File: src/cicv_pkg.sv
// shared constants, field layouts and carrier types of the cpu interface control views
// What this block does
// - non-secure view bit 9 sets non-secure end-of-interrupt split mode.
// - secure view holds non-secure split mode at bit 10, secure at bit 9.
// - with security disabled one split mode bit at 9 governs every access.
// - secure split mode and single-state split mode are one flip-flop.
// - any split mode bit may be built as read-one, writes ignored.
// - with irq signalling off, irq bypass block bits gate the bypass irq line.
// - with fiq signalling off, fiq bypass block bits gate the bypass fiq line.
// - highest level sysreg access with its block control set forces bits to one.
// - os level sysreg access makes this register's bypass block bits ignored.
// - without legacy support every bypass block bit may read one, writes ignored.
// - bit 4 picks common or separate binary point for the two groups.
// - common point with two states: non-secure read gives secure point plus one.
// - bit 3 sends group 0 on fiq instead of irq; group 1 always irq.
// - with two security states the fiq select bit may read one, writes ignored.
// - group 1 enable at bit 0 non-secure, bit 1 secure, gates group 1.
// - secure bit 0 enables signalling of group 0 interrupts.
// - every writable control field resets to zero.
// - security enabled gives separate secure and non-secure views, else one view.
// - reserved bits in every view read as zero.
package cicv_pkg;
	localparam int DATA_W = 32;
	localparam int ADDR_W = 12;
	localparam int STRB_W = DATA_W / 8;
	localparam int BP_W = 3;
	// register byte offsets
	localparam logic [ADDR_W-1:0] ADDR_CONTROL = 12'h000;
	localparam logic [ADDR_W-1:0] ADDR_SPLIT_POINT = 12'h008;
	localparam logic [ADDR_W-1:0] ADDR_ALIAS_SPLIT_POINT = 12'h01C;
	// non-secure view field positions
	localparam int NS_EOI_POS = 9;
	localparam int NS_IRQ_G1_POS = 6;
	localparam int NS_FIQ_G1_POS = 5;
	localparam int NS_EN_G1_POS = 0;
	// secure view field positions, single view shares them below bit 10
	localparam int S_EOI_NS_POS = 10;
	localparam int S_EOI_S_POS = 9;
	localparam int S_IRQ_G1_POS = 8;
	localparam int S_FIQ_G1_POS = 7;
	localparam int S_IRQ_G0_POS = 6;
	localparam int S_FIQ_G0_POS = 5;
	localparam int S_COMMON_BINARY_POINT_POS = 4;
	localparam int S_FIQ_SEL_POS = 3;
	localparam int S_EN_G1_POS = 1;
	localparam int S_EN_G0_POS = 0;
	localparam int SINGLE_EOI_POS = 9;
	localparam logic [BP_W-1:0] BP_MAX = 3'h7;
	localparam logic [BP_W-1:0] BP_RESET = 3'h0;
	localparam logic [1:0] RESP_OKAY = 2'h0;
	localparam logic [1:0] RESP_SLVERR = 2'h2;
	// prot bit 1 set marks a non-secure access
	localparam int PROT_NS_POS = 1;

	typedef enum logic [1:0] {
		cicv_view_nonsecure,
		cicv_view_secure,
		cicv_view_single
	} cicv_view_type;

	typedef struct packed {
		logic eoi_split_mode_nonsecure;
		logic eoi_split_mode_secure;
		logic irq_bypass_block_group1;
		logic fiq_bypass_block_group1;
		logic irq_bypass_block_group0;
		logic fiq_bypass_block_group0;
		logic common_binary_point;
		logic group0_fast_line_select;
		logic group1_signal_enable;
		logic group0_signal_enable;
	} cicv_ctrl_type;

	localparam cicv_ctrl_type CTRL_RESET = '0;

	typedef struct packed {
		logic el3_enable;
		logic el1_enable;
		logic sysreg_irq_bypass_block;
		logic sysreg_fiq_bypass_block;
	} cicv_sysreg_type;

	typedef struct packed {
		logic [BP_W-1:0] secure;
		logic [BP_W-1:0] nonsecure;
	} cicv_bank_type;
endpackage

File: src/cicv_control_views.sv
// banked cpu interface control register with axi4-lite slave and pe line drive
//
// Register access over AXI4-Lite and the placing of the registers were chosen for this implementation.
`timescale 1ns/1ns
module cicv_control_views #(
	parameter logic EOI_READS_ONE = 1'b0,
	parameter logic FIQ_SELECT_READS_ONE = 1'b0,
	parameter logic LEGACY_SUPPORT = 1'b1
) (
	input wire logic aclk,
	input wire logic aresetn,
	input wire logic [cicv_pkg::ADDR_W-1:0] s_axi_awaddr,
	input wire logic [2:0] s_axi_awprot,
	input wire logic s_axi_awvalid,
	output logic s_axi_awready,
	input wire logic [cicv_pkg::DATA_W-1:0] s_axi_wdata,
	input wire logic [cicv_pkg::STRB_W-1:0] s_axi_wstrb,
	input wire logic s_axi_wvalid,
	output logic s_axi_wready,
	output logic [1:0] s_axi_bresp,
	output logic s_axi_bvalid,
	input wire logic s_axi_bready,
	input wire logic [cicv_pkg::ADDR_W-1:0] s_axi_araddr,
	input wire logic [2:0] s_axi_arprot,
	input wire logic s_axi_arvalid,
	output logic s_axi_arready,
	output logic [cicv_pkg::DATA_W-1:0] s_axi_rdata,
	output logic [1:0] s_axi_rresp,
	output logic s_axi_rvalid,
	input wire logic s_axi_rready,
	input wire logic security_disable,
	input wire cicv_pkg::cicv_sysreg_type sysreg,
	input wire logic group0_request,
	input wire logic group1_request,
	input wire logic bypass_irq,
	input wire logic bypass_fiq,
	output logic irq_to_pe,
	output logic fiq_to_pe,
	output cicv_pkg::cicv_ctrl_type control,
	output logic [cicv_pkg::BP_W-1:0] group0_split_point,
	output logic [cicv_pkg::BP_W-1:0] group1_split_point
);
	typedef struct packed {
		cicv_pkg::cicv_ctrl_type ctrl;
		logic aw_held;
		logic [cicv_pkg::ADDR_W-1:0] aw_addr;
		logic aw_nonsecure;
		logic w_held;
		logic [cicv_pkg::DATA_W-1:0] wdata;
		logic [cicv_pkg::STRB_W-1:0] wstrb;
		logic awready;
		logic wready;
		logic bvalid;
		logic [1:0] bresp;
		logic arready;
		logic rvalid;
		logic [cicv_pkg::DATA_W-1:0] rdata;
		logic [1:0] rresp;
		logic irq_out;
		logic fiq_out;
		cicv_pkg::cicv_ctrl_type eff;
		logic [cicv_pkg::BP_W-1:0] g0_point;
		logic [cicv_pkg::BP_W-1:0] g1_point;
	} cicv_state_type;

	cicv_state_type st;
	cicv_state_type next_st;
	logic [cicv_pkg::BP_W-1:0] point_secure;
	logic [cicv_pkg::BP_W-1:0] point_nonsecure;
	logic bank_write_secure;
	logic bank_write_nonsecure;
	logic [cicv_pkg::BP_W-1:0] bank_write_value;

	// merge one field of a write under the byte enables
	function automatic logic wbit(input logic old, input logic [31:0] d, input logic [31:0] m,
			input int pos);
		return m[pos] ? d[pos] : old;
	endfunction

	// secure point plus one, held at the top code
	function automatic logic [cicv_pkg::BP_W-1:0] point_plus_one(
			input logic [cicv_pkg::BP_W-1:0] p);
		logic [cicv_pkg::BP_W:0] sum;
		sum = {1'b0, p} + {{cicv_pkg::BP_W{1'b0}}, 1'b1};
		return sum[cicv_pkg::BP_W] ? cicv_pkg::BP_MAX : sum[cicv_pkg::BP_W-1:0];
	endfunction

	function automatic cicv_pkg::cicv_view_type pick_view(input logic ds, input logic ns);
		if (ds) begin
			return cicv_pkg::cicv_view_single;
		end
		return ns ? cicv_pkg::cicv_view_nonsecure : cicv_pkg::cicv_view_secure;
	endfunction

	cicv_point_bank u_point_bank (
		.aclk(aclk),
		.aresetn(aresetn),
		.write_secure(bank_write_secure),
		.write_nonsecure(bank_write_nonsecure),
		.write_value(bank_write_value),
		.point_secure(point_secure),
		.point_nonsecure(point_nonsecure)
	);

	// bus handshakes, register writes and reads, and pe line drive
	always_comb begin
		logic irq_lock;
		logic fiq_lock;
		logic [cicv_pkg::DATA_W-1:0] mask;
		logic [cicv_pkg::DATA_W-1:0] rd;
		logic rd_ok;
		logic wr_ok;
		logic irq_sig_on;
		logic fiq_sig_on;
		logic irq_block;
		logic fiq_block;
		cicv_pkg::cicv_view_type wview;
		cicv_pkg::cicv_view_type rview;
		cicv_pkg::cicv_ctrl_type c;
		cicv_pkg::cicv_ctrl_type e;
		irq_lock = 1'b0;
		fiq_lock = 1'b0;
		mask = '0;
		rd = '0;
		rd_ok = 1'b0;
		wr_ok = 1'b0;
		irq_sig_on = 1'b0;
		fiq_sig_on = 1'b0;
		irq_block = 1'b0;
		fiq_block = 1'b0;
		wview = cicv_pkg::cicv_view_secure;
		rview = cicv_pkg::cicv_view_secure;
		next_st = st;
		bank_write_secure = 1'b0;
		bank_write_nonsecure = 1'b0;
		bank_write_value = st.wdata[cicv_pkg::BP_W-1:0];
		c = st.ctrl;

		// highest level sysreg control locks the bypass bits
		// no legacy support locks them too
		irq_lock = (sysreg.el3_enable & sysreg.sysreg_irq_bypass_block) | ~LEGACY_SUPPORT;
		fiq_lock = (sysreg.el3_enable & sysreg.sysreg_fiq_bypass_block) | ~LEGACY_SUPPORT;

		// effective values: stored bit or forced one
		e = c;
		// split mode bits may read as one
		e.eoi_split_mode_nonsecure = c.eoi_split_mode_nonsecure | EOI_READS_ONE;
		e.eoi_split_mode_secure = c.eoi_split_mode_secure | EOI_READS_ONE;
		e.irq_bypass_block_group1 = c.irq_bypass_block_group1 | irq_lock;
		e.irq_bypass_block_group0 = c.irq_bypass_block_group0 | irq_lock;
		e.fiq_bypass_block_group1 = c.fiq_bypass_block_group1 | fiq_lock;
		e.fiq_bypass_block_group0 = c.fiq_bypass_block_group0 | fiq_lock;
		// fiq select may read as one
		e.group0_fast_line_select = c.group0_fast_line_select | FIQ_SELECT_READS_ONE;

		// write address and data are taken independently, in either order
		if (s_axi_awvalid && st.awready) begin
			next_st.aw_held = 1'b1;
			next_st.aw_addr = s_axi_awaddr;
			next_st.aw_nonsecure = s_axi_awprot[cicv_pkg::PROT_NS_POS];
		end
		if (s_axi_wvalid && st.wready) begin
			next_st.w_held = 1'b1;
			next_st.wdata = s_axi_wdata;
			next_st.wstrb = s_axi_wstrb;
		end
		if (st.bvalid && s_axi_bready) begin
			next_st.bvalid = 1'b0;
		end

		// perform a write once both halves are held
		if (st.aw_held && st.w_held && !st.bvalid) begin
			for (int i = 0; i < cicv_pkg::STRB_W; i++) begin
				mask[8*i +: 8] = {8{st.wstrb[i]}};
			end
			wview = pick_view(security_disable, st.aw_nonsecure);
			wr_ok = 1'b1;
			if (st.aw_addr == cicv_pkg::ADDR_CONTROL) begin
				case (wview)
					// non-secure bits land in the shared flip-flops
					cicv_pkg::cicv_view_nonsecure: begin
						c.eoi_split_mode_nonsecure = wbit(c.eoi_split_mode_nonsecure,
							st.wdata, mask, cicv_pkg::NS_EOI_POS);
						c.irq_bypass_block_group1 = wbit(c.irq_bypass_block_group1,
							st.wdata, mask, cicv_pkg::NS_IRQ_G1_POS);
						c.fiq_bypass_block_group1 = wbit(c.fiq_bypass_block_group1,
							st.wdata, mask, cicv_pkg::NS_FIQ_G1_POS);
						c.group1_signal_enable = wbit(c.group1_signal_enable,
							st.wdata, mask, cicv_pkg::NS_EN_G1_POS);
					end
					cicv_pkg::cicv_view_secure,
					cicv_pkg::cicv_view_single: begin
						// non-secure split mode only in the secure view
						if (wview == cicv_pkg::cicv_view_secure) begin
							c.eoi_split_mode_nonsecure = wbit(c.eoi_split_mode_nonsecure,
								st.wdata, mask, cicv_pkg::S_EOI_NS_POS);
						end
						// secure and single split mode share one bit
						c.eoi_split_mode_secure = wbit(c.eoi_split_mode_secure,
							st.wdata, mask, cicv_pkg::S_EOI_S_POS);
						c.irq_bypass_block_group1 = wbit(c.irq_bypass_block_group1,
							st.wdata, mask, cicv_pkg::S_IRQ_G1_POS);
						c.fiq_bypass_block_group1 = wbit(c.fiq_bypass_block_group1,
							st.wdata, mask, cicv_pkg::S_FIQ_G1_POS);
						c.irq_bypass_block_group0 = wbit(c.irq_bypass_block_group0,
							st.wdata, mask, cicv_pkg::S_IRQ_G0_POS);
						c.fiq_bypass_block_group0 = wbit(c.fiq_bypass_block_group0,
							st.wdata, mask, cicv_pkg::S_FIQ_G0_POS);
						c.common_binary_point = wbit(c.common_binary_point,
							st.wdata, mask, cicv_pkg::S_COMMON_BINARY_POINT_POS);
						c.group0_fast_line_select = wbit(c.group0_fast_line_select,
							st.wdata, mask, cicv_pkg::S_FIQ_SEL_POS);
						c.group1_signal_enable = wbit(c.group1_signal_enable,
							st.wdata, mask, cicv_pkg::S_EN_G1_POS);
						c.group0_signal_enable = wbit(c.group0_signal_enable,
							st.wdata, mask, cicv_pkg::S_EN_G0_POS);
					end
					default: begin
						c = st.ctrl;
					end
				endcase
				// locked or read-one fields keep their stored value
				if (EOI_READS_ONE) begin
					c.eoi_split_mode_nonsecure = st.ctrl.eoi_split_mode_nonsecure;
					c.eoi_split_mode_secure = st.ctrl.eoi_split_mode_secure;
				end
				// writes to locked bypass bits are ignored
				if (irq_lock) begin
					c.irq_bypass_block_group1 = st.ctrl.irq_bypass_block_group1;
					c.irq_bypass_block_group0 = st.ctrl.irq_bypass_block_group0;
				end
				if (fiq_lock) begin
					c.fiq_bypass_block_group1 = st.ctrl.fiq_bypass_block_group1;
					c.fiq_bypass_block_group0 = st.ctrl.fiq_bypass_block_group0;
				end
				if (FIQ_SELECT_READS_ONE) begin
					c.group0_fast_line_select = st.ctrl.group0_fast_line_select;
				end
				next_st.ctrl = c;
			end else if (st.aw_addr == cicv_pkg::ADDR_SPLIT_POINT) begin
				if (wview == cicv_pkg::cicv_view_nonsecure) begin
					// non-secure writes ignored under common point
					bank_write_nonsecure = st.wstrb[0] & ~st.ctrl.common_binary_point;
				end else begin
					bank_write_secure = st.wstrb[0];
				end
			end else if (st.aw_addr == cicv_pkg::ADDR_ALIAS_SPLIT_POINT) begin
				// non-secure alias access is read-zero, write-ignored
				bank_write_nonsecure = st.wstrb[0] & (wview != cicv_pkg::cicv_view_nonsecure);
			end else begin
				wr_ok = 1'b0;
			end
			next_st.aw_held = 1'b0;
			next_st.w_held = 1'b0;
			next_st.bvalid = 1'b1;
			next_st.bresp = wr_ok ? cicv_pkg::RESP_OKAY : cicv_pkg::RESP_SLVERR;
		end

		// read: data taken from the registers in the cycle the address is taken
		if (st.rvalid && s_axi_rready) begin
			next_st.rvalid = 1'b0;
		end
		if (s_axi_arvalid && st.arready) begin
			rview = pick_view(security_disable, s_axi_arprot[cicv_pkg::PROT_NS_POS]);
			rd_ok = 1'b1;
			// reserved bits stay zero from the clear above
			if (s_axi_araddr == cicv_pkg::ADDR_CONTROL) begin
				case (rview)
					cicv_pkg::cicv_view_nonsecure: begin
						rd[cicv_pkg::NS_EOI_POS] = e.eoi_split_mode_nonsecure;
						rd[cicv_pkg::NS_IRQ_G1_POS] = e.irq_bypass_block_group1;
						rd[cicv_pkg::NS_FIQ_G1_POS] = e.fiq_bypass_block_group1;
						rd[cicv_pkg::NS_EN_G1_POS] = e.group1_signal_enable;
					end
					cicv_pkg::cicv_view_secure,
					cicv_pkg::cicv_view_single: begin
						// single view has one split mode at bit 9
						if (rview == cicv_pkg::cicv_view_secure) begin
							rd[cicv_pkg::S_EOI_NS_POS] = e.eoi_split_mode_nonsecure;
						end
						rd[cicv_pkg::S_EOI_S_POS] = e.eoi_split_mode_secure;
						rd[cicv_pkg::S_IRQ_G1_POS] = e.irq_bypass_block_group1;
						rd[cicv_pkg::S_FIQ_G1_POS] = e.fiq_bypass_block_group1;
						rd[cicv_pkg::S_IRQ_G0_POS] = e.irq_bypass_block_group0;
						rd[cicv_pkg::S_FIQ_G0_POS] = e.fiq_bypass_block_group0;
						rd[cicv_pkg::S_COMMON_BINARY_POINT_POS] = e.common_binary_point;
						rd[cicv_pkg::S_FIQ_SEL_POS] = e.group0_fast_line_select;
						rd[cicv_pkg::S_EN_G1_POS] = e.group1_signal_enable;
						rd[cicv_pkg::S_EN_G0_POS] = e.group0_signal_enable;
					end
					default: begin
						rd = '0;
					end
				endcase
			end else if (s_axi_araddr == cicv_pkg::ADDR_SPLIT_POINT) begin
				if (rview == cicv_pkg::cicv_view_nonsecure) begin
					// non-secure read gives secure point plus one under common point, else the non-secure copy
					rd[cicv_pkg::BP_W-1:0] = st.ctrl.common_binary_point ?
						point_plus_one(point_secure) : point_nonsecure;
				end else begin
					rd[cicv_pkg::BP_W-1:0] = point_secure;
				end
			end else if (s_axi_araddr == cicv_pkg::ADDR_ALIAS_SPLIT_POINT) begin
				if (rview != cicv_pkg::cicv_view_nonsecure) begin
					rd[cicv_pkg::BP_W-1:0] = point_nonsecure;
				end
			end else begin
				rd_ok = 1'b0;
			end
			next_st.rvalid = 1'b1;
			next_st.rdata = rd;
			next_st.rresp = rd_ok ? cicv_pkg::RESP_OKAY : cicv_pkg::RESP_SLVERR;
		end

		// ready outputs are registered; they follow the next held state
		next_st.awready = ~next_st.aw_held & ~next_st.bvalid;
		next_st.wready = ~next_st.w_held & ~next_st.bvalid;
		next_st.arready = ~next_st.rvalid;

		// group 1 only ever uses irq
		irq_sig_on = e.group1_signal_enable |
			(e.group0_signal_enable & ~e.group0_fast_line_select);
		fiq_sig_on = e.group0_signal_enable & e.group0_fast_line_select;
		// os level sysreg access makes these bits ignored
		irq_block = ~sysreg.el1_enable &
			(e.irq_bypass_block_group0 | e.irq_bypass_block_group1);
		fiq_block = ~sysreg.el1_enable &
			(e.fiq_bypass_block_group0 | e.fiq_bypass_block_group1);
		// bypass irq passes only while irq signalling is off and unblocked
		if (irq_sig_on) begin
			// group 1 gated by its enable
			next_st.irq_out = (group1_request & e.group1_signal_enable) |
				(group0_request & e.group0_signal_enable & ~e.group0_fast_line_select);
		end else begin
			next_st.irq_out = bypass_irq & ~irq_block;
		end
		// bypass fiq passes only while fiq signalling is off and unblocked
		if (fiq_sig_on) begin
			// group 0 gated by its enable
			next_st.fiq_out = group0_request;
		end else begin
			next_st.fiq_out = bypass_fiq & ~fiq_block;
		end
		next_st.eff = e;
		// common point makes the secure point govern both groups
		next_st.g0_point = point_secure;
		next_st.g1_point = e.common_binary_point ? point_secure : point_nonsecure;
	end

	// all control fields clear at reset
	always_ff @(posedge aclk) begin
		if (!aresetn) begin
			st <= '0;
			st.ctrl <= cicv_pkg::CTRL_RESET;
		end else begin
			st <= next_st;
		end
	end

	assign s_axi_awready = st.awready;
	assign s_axi_wready = st.wready;
	assign s_axi_bvalid = st.bvalid;
	assign s_axi_bresp = st.bresp;
	assign s_axi_arready = st.arready;
	assign s_axi_rvalid = st.rvalid;
	assign s_axi_rdata = st.rdata;
	assign s_axi_rresp = st.rresp;
	assign irq_to_pe = st.irq_out;
	assign fiq_to_pe = st.fiq_out;
	assign control = st.eff;
	assign group0_split_point = st.g0_point;
	assign group1_split_point = st.g1_point;
endmodule

File: src/cicv_point_bank.sv
// banked binary point storage, one copy per security state
`timescale 1ns/1ns
module cicv_point_bank (
	input wire logic aclk,
	input wire logic aresetn,
	input wire logic write_secure,
	input wire logic write_nonsecure,
	input wire logic [cicv_pkg::BP_W-1:0] write_value,
	output logic [cicv_pkg::BP_W-1:0] point_secure,
	output logic [cicv_pkg::BP_W-1:0] point_nonsecure
);
	cicv_pkg::cicv_bank_type st;
	cicv_pkg::cicv_bank_type next_st;

	// each copy loads only on its own strobe
	always_comb begin
		next_st = st;
		if (write_secure) begin
			next_st.secure = write_value;
		end
		if (write_nonsecure) begin
			next_st.nonsecure = write_value;
		end
	end

	// reset value is a plain constant; the field has no defined reset
	always_ff @(posedge aclk) begin
		if (!aresetn) begin
			st.secure <= cicv_pkg::BP_RESET;
			st.nonsecure <= cicv_pkg::BP_RESET;
		end else begin
			st <= next_st;
		end
	end

	assign point_secure = st.secure;
	assign point_nonsecure = st.nonsecure;
endmodule

File: config.mk
export PLATFORM = sky130hd
export DESIGN_NAME = cicv_control_views
export DESIGN_NICKNAME = d
export VERILOG_FILES = /design/src/cicv_pkg.sv /design/src/cicv_control_views.sv /design/src/cicv_point_bank.sv
export SDC_FILE = /design/constraint.sdc
export NUM_CORES = 1
export LEC_CHECK = 0
export BUFFER_PORTS_ARGS = -buffer_cell sky130_fd_sc_hd__buf_2
export CAP_MARGIN = 10
export CORE_MARGIN = 4
export CORE_UTILIZATION = 52
export DETAILED_ROUTE_END_ITERATION = 7
export GPL_TIMING_DRIVEN = 0
export PLACE_DENSITY = 0.84
export SYNTH_ARGS = -nofsm -noshare
export SYNTH_HDL_FRONTEND = slang
export SYNTH_SLANG_ARGS = --single-unit
File: constraint.sdc
create_clock -name aclk -period 4.5 [get_ports aclk]
set_input_delay 0.9 -clock aclk [delete_from_list [all_inputs] [get_ports aclk]]
set_output_delay 0.9 -clock aclk [all_outputs]
set_load 0.1 [all_outputs]
== Word-level counts from Yosys, hierarchy flattened ==
Cells that the tools add are included.
Word-level totals
  word-level logic and storage cells: 181
  register bits: 126
  output and inout port bits: 59
Cells by class
  multiplexer cells: 68
  reduce and logical (&&, ||, !) cells: 25
  bitwise operators: 34
  $add $sub $neg: 1
  eq/ne operators: 13
Operator list (count)
  $mux 1: 40
  $mux 37: 1
  $mux 35: 1
  $mux 3: 9
  $eq 12x4->1 const B: 2
  $eq 12x5->1 const B: 2
  $logic_not 12->1: 2
  $mux 2: 9
  $reduce_and 6->1: 3
  $and 1x1->1: 15
  $reduce_and 5->1: 3
  $mux 14: 1
  $not 1->1: 11
  $ne 2x2->1 const B: 5
  $mux 8: 1
  $or 1x1->1: 8
  $pmux 1 s2: 4
  $pmux 2 s2: 2
  $reduce_and 4->1: 2
  $logic_and 1x1->1: 7
  $reduce_bool 2->1: 3
  $add 3x1->4 const B: 1
  $eq 2x1->1 const B: 2
  $eq 2x2->1 const B: 2
  other kinds (3): 5

== Logic depth before layout (Yosys ltp) ==
Gate-level depths: netlist of the first run.
  word-level depth: 11
  gate-level depth with buffers: 6
  gate-level depth less buffers: 6

== Modules after synthesis ==
From an unflattened synthesis of the first run, not the netlist that was laid out.
Second synthesis, totals
  cell total of the unflattened synthesis: 428
  area total of the unflattened synthesis: 3676.0 um2
By module, submodules not included
  cicv_control_views: cells each 410, times used 1, area an instance 3458.3 um2
  cicv_point_bank: cells each 18, times used 1, area an instance 217.7 um2

== Worst setup path after synthesis of the first run ==
No wires, ideal clock.
  kind: input-to-reg
  start: input port s_axi_araddr[7] in the netlist's numbering
  end: register st (netlist bit s_axi_rdata[1])
  setup time: 0.075 ns
  arrival: 1.994 ns
  path slack: 2.431 ns
  stages: 5
  cell sequence: nor4_2 -> nand4_1 -> nor4_2 -> a22oi_1 -> o22ai_1
Between the ends
  cells in the longest elaborated chain, start to end: 4
  elaborated cells between the ends (all ways): 6
  those cells by class: 2 x eq/ne; 3 x mux; 1 x reduce/logical
Ends and longest elaborated chain
  from (decl): RTL line cicv_control_views.sv:23  | input wire logic [cicv_pkg::ADDR_W-1:0] s_axi_araddr,
  $eq 12x5->1: RTL line cicv_control_views.sv:303  | end else if (s_axi_araddr == cicv_pkg::ADDR_ALIAS_SPLIT_POINT) begin
  $mux 3: RTL line cicv_control_views.sv:303
  $mux 3: RTL line cicv_control_views.sv:295  | end else if (s_axi_araddr == cicv_pkg::ADDR_SPLIT_POINT) begin
  $mux 3 *: RTL line cicv_control_views.sv:267  | if (s_axi_araddr == cicv_pkg::ADDR_CONTROL) begin
  to (signal assigned): RTL line cicv_control_views.sv:356  | st <= next_st;
  to (decl): RTL line cicv_control_views.sv:66  | cicv_state_type st;
Mark *: on every way between the ends. The rest lies on a longest branch, timed or not.
A chain may end at the register's enable or synchronous reset.

== Worst setup path in the final report of the first run ==
Ends and elaborated chain as after synthesis.

==> results of run 1 <==
-- state kept, by name (all words and copies together), names as in the netlist, 3 cells and up --
| name | flops |
|---|---|
| s_axi_rdata | 11 |
| control | 10 |
| u_point_bank.point_nonsecure | 3 |
| u_point_bank.point_secure | 3 |
| bank_write_value | 3 |
| next_st | 6 |
| st | 29 |
| group1_split_point | 3 |
| group0_split_point | 3 |
-- stage by stage --
step | hold WS (ps) | power, mW | utilization [%] | std cells | worst slack (ps)
finish | 460.3 | 1.571 | 65.91 | 659 | 2349
global route | 473.9 | 1.634 | 65.91 | 659 | 2247
CTS | 460.6 | 1.574 | 65.91 | 659 | 2356
detailed placement | 448.7 | 1.020 | 62.78 | 643 | 1997
global placement | 441.2 | 1.016 | 62.78 | 643 | 2077
floorplan | 422.1 | 0.9672 | - | 459 | 2431
-- layout make-up --
cell class,count,area share (%)
Sequential cell,80,35.76
Timing Repair Buffer,88,9.835
Clock inverter,5,1.816
Tap cell,96,2.682
Clock buffer,11,2.934
Multi-Input combinational cell,295,35.32
Buffer,75,10.90
Inverter,9,0.7544
-- per-layer routing --
layer	share of wire (%)	vias to the layer above	GRT usage (%)
li1	-	1643	-
met1	44	1480	25.67
met2	47	152	33.48
met3	8.2	8	5.137
met4	1.1	0	8.166
met5	0	-	0
-- worst max-delay path: cells and delay by family --
kind	cells	cell delay, ps
compound gates	2	320
buf+inv	1	100
simple gates	3	1090
-- kinds of logic (layout without fill, tap and decap cells) --
| kind of cell | count (synthesis) | after routing | synth area share [%] |
|---|---|---|---|
| AND/OR/NAND/NOR | 180 | 180 | 23.59 |
| buffers and inverters | 84 | 188 | 14.40 |
| flip-flops | 80 | 80 | 44.21 |
| AO/OA/AOI/OAI | 71 | 71 | 11.74 |
| multiplexers | 20 | 20 | 5.596 |
| adder cells (fa/ha/maj) | 1 | 1 | 0.3454 |
| other | 1 | 23 | 0.1035 |
-- Yosys cell counts (5+ instances only) --
library cell / number / area [um^2]
inv_1: 9 / 33.78
a22oi_1: 9 / 67.56
o21ai_0: 5 / 25.02
a21oi_1: 38 / 190.2
buf_4: 52 / 390.4
clkbuf_1: 18 / 67.56
dfxtp_1: 80 / 1602
nor2_1: 21 / 78.83
and2_1: 7 / 43.79
mux2i_1: 18 / 180.2
nor3_1: 13 / 65.06
nand3_1: 10 / 50.05
nand2b_1: 6 / 37.54
nand2_1: 99 / 371.6
-- layout by cell type (no fill, tap or decap), types with 3 or more instances in the layout --
cell type	synthesis	layout
nor4_2	3	3
o211ai_1	3	3
nand4_1	4	4
and2_1	7	7
inv_1	9	9
clkbuf_1	18	20
nor2b_1	3	3
mux2i_1	18	18
and3_1	4	4
buf_2	3	91
a22oi_1	9	9
buf_4	52	52
o21ai_0	5	5
a31oi_1	3	3
conb_1	1	23
a21oi_1	38	38
dfxtp_1	80	80
nand2_1	99	99
o22ai_1	3	3
clkbuf_8	0	9
nor2_1	21	21
nand2b_1	6	6
o21ai_1	3	3
nand3_1	10	10
nor3_1	13	13
-- final timing paths --
| path | start | to | cells after the start |
|---|---|---|---|
| setup / recovery | s_axi_araddr[7] | s_axi_rdata[1]$_SDFFE_PN0P_ | 6 |
| hold / removal | st[73]$_SDFFE_PN0P_ | st[73]$_SDFFE_PN0P_ | 2 |
| setup reg to reg | st[108]$_SDFFE_PN0P_ | next_st[9]$_SDFFE_PN0P_ | 6 |
| hold reg to reg | st[73]$_SDFFE_PN0P_ | st[73]$_SDFFE_PN0P_ | 2 |
-- power by group through the flow --
stage / Combinational [mW] / Clock [mW] / Sequential (mW)
after floorplan: 0.184 / 0 / 0.783
after global placement: 0.262 / 0 / 0.754
after detailed placement: 0.265 / 0 / 0.755
after CTS: 0.267 / 0.569 / 0.738
after global routing: 0.284 / 0.609 / 0.741
final: 0.268 / 0.565 / 0.738
==> flow_summary.yaml, run 1 <==
layout:
  area_delta_synth_final_pct: 23.63
  fin_area_mm2: 0.004478
  drive_above_1_share_pct: 30.02
  multiInputGateArea_mm2: 0.001582
  ff_latch_area_mm2: 0.001602
  n_antenna_cell: 0
  fin_nets: 641
  fillCellCount: 575
worst_setup_path:
  critPathMaxFanout: 5
  crit_type: "in -> reg"
  cp_slowest_stage_delay_ps: 550
  startpoint_type: "input pin"
  crit_required_ps: 4770
  cp.arrival_ps: 2420
  crit_top_cell: "nor4_2"
  crit_path_end_kind: "register"
  crit_chain: "buf_2, nor4_2, nand4_1, nor4_2, a22oi_1, o22ai_1"
  reg2reg_slack_ps: 2830
  cpMaxStageDelayCell: "nor4_2"
floorplanning:
  core_mm2: 0.006794
  die_x_um: 91.46
  ios: 141
  start_util_pct: 53.31
  rows: 30
  die_y_um: 91.46
  die-area_mm2: 0.008365
synthesis:
  synth_cell_type_count: 41
  synth-edff-count: 0
  synthCells: 437
  synth-seq-cells: 80
  synthArstFlopShare_pct: 0
  ys_seq_area_share_pct: 44.21
  avgSynthCellArea_um2: 8.289
  syn_area_mm2: 0.003622
  synth_warnings: 0
  synth-main-ff-cell: "dfxtp_1"
grt:
  grt_max_degree: 14
  antenna_found_initial: 0
  grt_pass1_wl_um: 13970
  grt_pass1_vias: 3098
  grt_use_total_pct: 20.46
  grt_remaining_overflow: 0
power_and_ir_drop:
  seqPwrFrac_pct: 47.0
  netSwitchingFraction_pct: 29.75
  power_density_mw_per_mm2: 350.9
  pwr-share-clk_pct: 35.9
  combinationalPowerShare_pct: 17.1
  p_sw_uw: 467.4
  power.internal_mw: 1.104
  p_leak_nw: 2.137
  ir_drop_mv: 0.2044
sta:
  fin_tns_setup_ps: 0
  slew_viol_final: 0
  post-route-period-util_pct: 47.80
  finalClockSkew_ps: 9.902
  setup_viol: 0
  fin_crit_ps: 2151
  tightest_slew_ps: 598.7
  hold_viol: 0
  relSlewSlack_pct: 60.09
  max_clock_freq_mhz: 464.9
  rsz0062_at_grt: "no"
clock_network:
  cts_sinks: 80
  clockRootBuffer: "clkbuf_8"
  cts_htree_levels: 3
  clk_path_buf_depth: 2
  cts_tree: "done"
  post-cts-setup-buffer-count: 0
  cts_hold_buf: 0
  worstSkewPairLatency_ps: 340
  cts_buffers: 9
  clkTransAtPathRegs_ps: 80
  postCtsResizedCells: 0
place:
  portBuffers: 88
  dpl-instance-area_mm2: 0.004265
  dp_hpwl_um: 6485
  routabilityCongestion: 0.8196
flow_run:
  maxCapViolations: 0
drt:
  dr.pass1.iters: 5
  post_drt_wl_per_cell_um: 12.85
  ant_nets: 0
  num_vias: 3283
  drcViolationCount: 0
  finalWirelength_um: 8468
  first_iter_violations: 210
  viasPerCell: 4.982
min_path:
  hp-class: "reg -> reg"
outcome:
  status: "complete, no violations"
Note: power is estimated with default switching activity, not from simulation.
==> run 2, diff against run 1 <==
Settings changed: CORE_UTILIZATION 52 to 44, PLACE_DENSITY 0.84 to 0.76.
Clock period 4.5 ns to 1.9 ns, I/O delays scaled along.
==> run 2 against run 1 <==
Setup slack got worse by 2200 ps. First-iteration DRC count decreased by 44%. Register-to-register slack got worse by 2700 ps. Critical path depth unchanged. Routed wire length decreased by 0.50%. Sequential power increased by 140%. Utilization decreased by 9.2 points. Critical endpoint is now next_st[9]$_SDFFE_PN0P_. Largest cell class unchanged. Largest power group unchanged.
==> flow_summary.yaml, run 2 (synthesis gave the netlist of run 1 again) <==
outcome:
  status: "complete, no violations"
clock_network:
  postCtsResizedCells: 0
  clk_path_buf_depth: 2
  clockRootBuffer: "clkbuf_8"
  cts_htree_levels: 3
  clkTransAtPathRegs_ps: 80
  cts_tree: "done"
  cts_sinks: 80
  post-cts-setup-buffer-count: 0
  cts_buffers: 9
  cts_hold_buf: 0
  worstSkewPairLatency_ps: 350
sta:
  setup_viol: 0
  post-route-period-util_pct: 91.00
  fin_crit_ps: 1729
  slew_viol_final: 0
  max_clock_freq_mhz: 578.4
  finalClockSkew_ps: 10.66
  hold_viol: 0
  tightest_slew_ps: 616.5
  relSlewSlack_pct: 58.90
  rsz0062_at_grt: "no"
  fin_tns_setup_ps: 0
layout:
  fin_area_mm2: 0.004448
  largest_reg_flops: 29
  utilization_pct: 56.68
  ff_latch_area_mm2: 0.001603
  n_antenna_cell: 0
  fillCellCount: 751
  layout_commonest_cell: "nand2_1"
  drive_above_1_share_pct: 30.37
  fin_cells: 665
  multiInputGateArea_mm2: 0.001582
  regMostFlops: "st"
  mostFrequentLayoutCells: "nand2_1 (99), buf_2 (91), dfxtp_1 (79), buf_4 (52), a21oi_1 (38)"
  area_delta_synth_final_pct: 22.80
  fin_nets: 641
worst_setup_path:
  critPathMaxFanout: 3
  reg2reg_slack_ps: 170
  r2r-start: "st[108]$_SDFFE_PN0P_"
  crit_required_ps: 2180
  cp.arrival_ps: 2010
  timing.rr.end: "next_st[9]$_SDFFE_PN0P_"
  crit_type: "reg -> reg"
  startpoint_type: "register"
  rr_worst_depth: 6
  crit_path_end_kind: "register"
drt:
  num_vias: 3178
  first_iter_violations: 118
  post_drt_wl_per_cell_um: 12.67
  finalWirelength_um: 8426
  ant_nets: 0
  drcViolationCount: 0
  viasPerCell: 4.779
  dr.pass1.iters: 5
floorplanning:
  ios: 141
  start_util_pct: 46.16
  core_mm2: 0.007848
  die-area_mm2: 0.009748
  die_x_um: 98.73
  die_y_um: 98.73
  rows: 32
grt:
  antenna_found_initial: 0
  grt_pass1_wl_um: 13830
  grt_use_total_pct: 17.54
  grt_remaining_overflow: 0
  grt_pass1_vias: 2987
  grt_max_degree: 14
place:
  dpl.cell_count: 649
  routabilityCongestion: 0.8772
  dp_hpwl_um: 6720
  portBuffers: 88
  dpl-instance-area_mm2: 0.004274
flow_run:
  maxCapViolations: 0
power_and_ir_drop:
  total_power_mw: 3.487
  p_leak_nw: 2.115
  power_density_mw_per_mm2: 784.0
  ir_drop_mv: 0.3677
min_path:
  hold_end: "st[107]$_SDFFE_PN0P_"
  hp-class: "in -> reg"
  hold_depth: 3
  worstHoldStart: "s_axi_awaddr[10]"
run 2: worst max-delay path by stage:
stage | start | to | slack [ps] | cells after the start
after detailed placement | s_axi_araddr[7] | s_axi_rdata[1]$_SDFFE_PN0P_ | -50 | 6
after floorplan | s_axi_awready$_SDFF_PN0_ | st[104]$_SDFFE_PN0P_ | 20 | 5
after CTS | st[108]$_SDFFE_PN0P_ | next_st[9]$_SDFFE_PN0P_ | 160 | 6
after global placement | s_axi_araddr[7] | s_axi_rdata[1]$_SDFFE_PN0P_ | -20 | 6
final | st[108]$_SDFFE_PN0P_ | next_st[9]$_SDFFE_PN0P_ | 170 | 6
after global routing | st[108]$_SDFFE_PN0P_ | next_st[8]$_SDFFE_PN0P_ | 40 | 6
run 2: through the flow:
stage                     hold WS [ps]  worst slack (ps)
after floorplan                  422.1             17.84
after global placement           439.0            -19.08
after detailed placement         440.2            -50.86
after CTS                        242.9             155.7
final                            256.9             171.0
after global routing             247.1             40.47
run 2: critical path, stage by stage, from the launching register on:
cell	delay, ps
dfxtp_1	330
nor4_2	310
nand3_2	170
nor4b_4	320
and3_1	190
buf_2	140
mux2i_1	190
run 2: layout make-up:
class	count	area share (%)
buffer	75	10.97
clock buffer	11	3.179
clock inverter	5	0.7314
inverter	9	0.7595
multi-input combinational	295	35.56
sequential	80	36.03
tap	102	2.869
timing repair buffer	88	9.902
run 2: routing by layer:
| layer | track usage (%) | up-vias | part of all wire (%) |
|---|---|---|---|
| met4 | 6.933 | 0 | 1.5 |
| met5 | 0 | - | 0 |
| li1 | - | 1642 | - |
| met3 | 5.732 | 11 | 9.0 |
| met1 | 21.60 | 1411 | 44 |
| met2 | 28.45 | 114 | 46 |
run 2: where the power goes:
part / switching (mW) / leakage (nW) / internal [mW]
Combinational: 0.479 / 1.38 / 0.152
Sequential: 0.0286 / 0.650 / 1.72
Clock: 0.601 / 0.0813 / 0.505
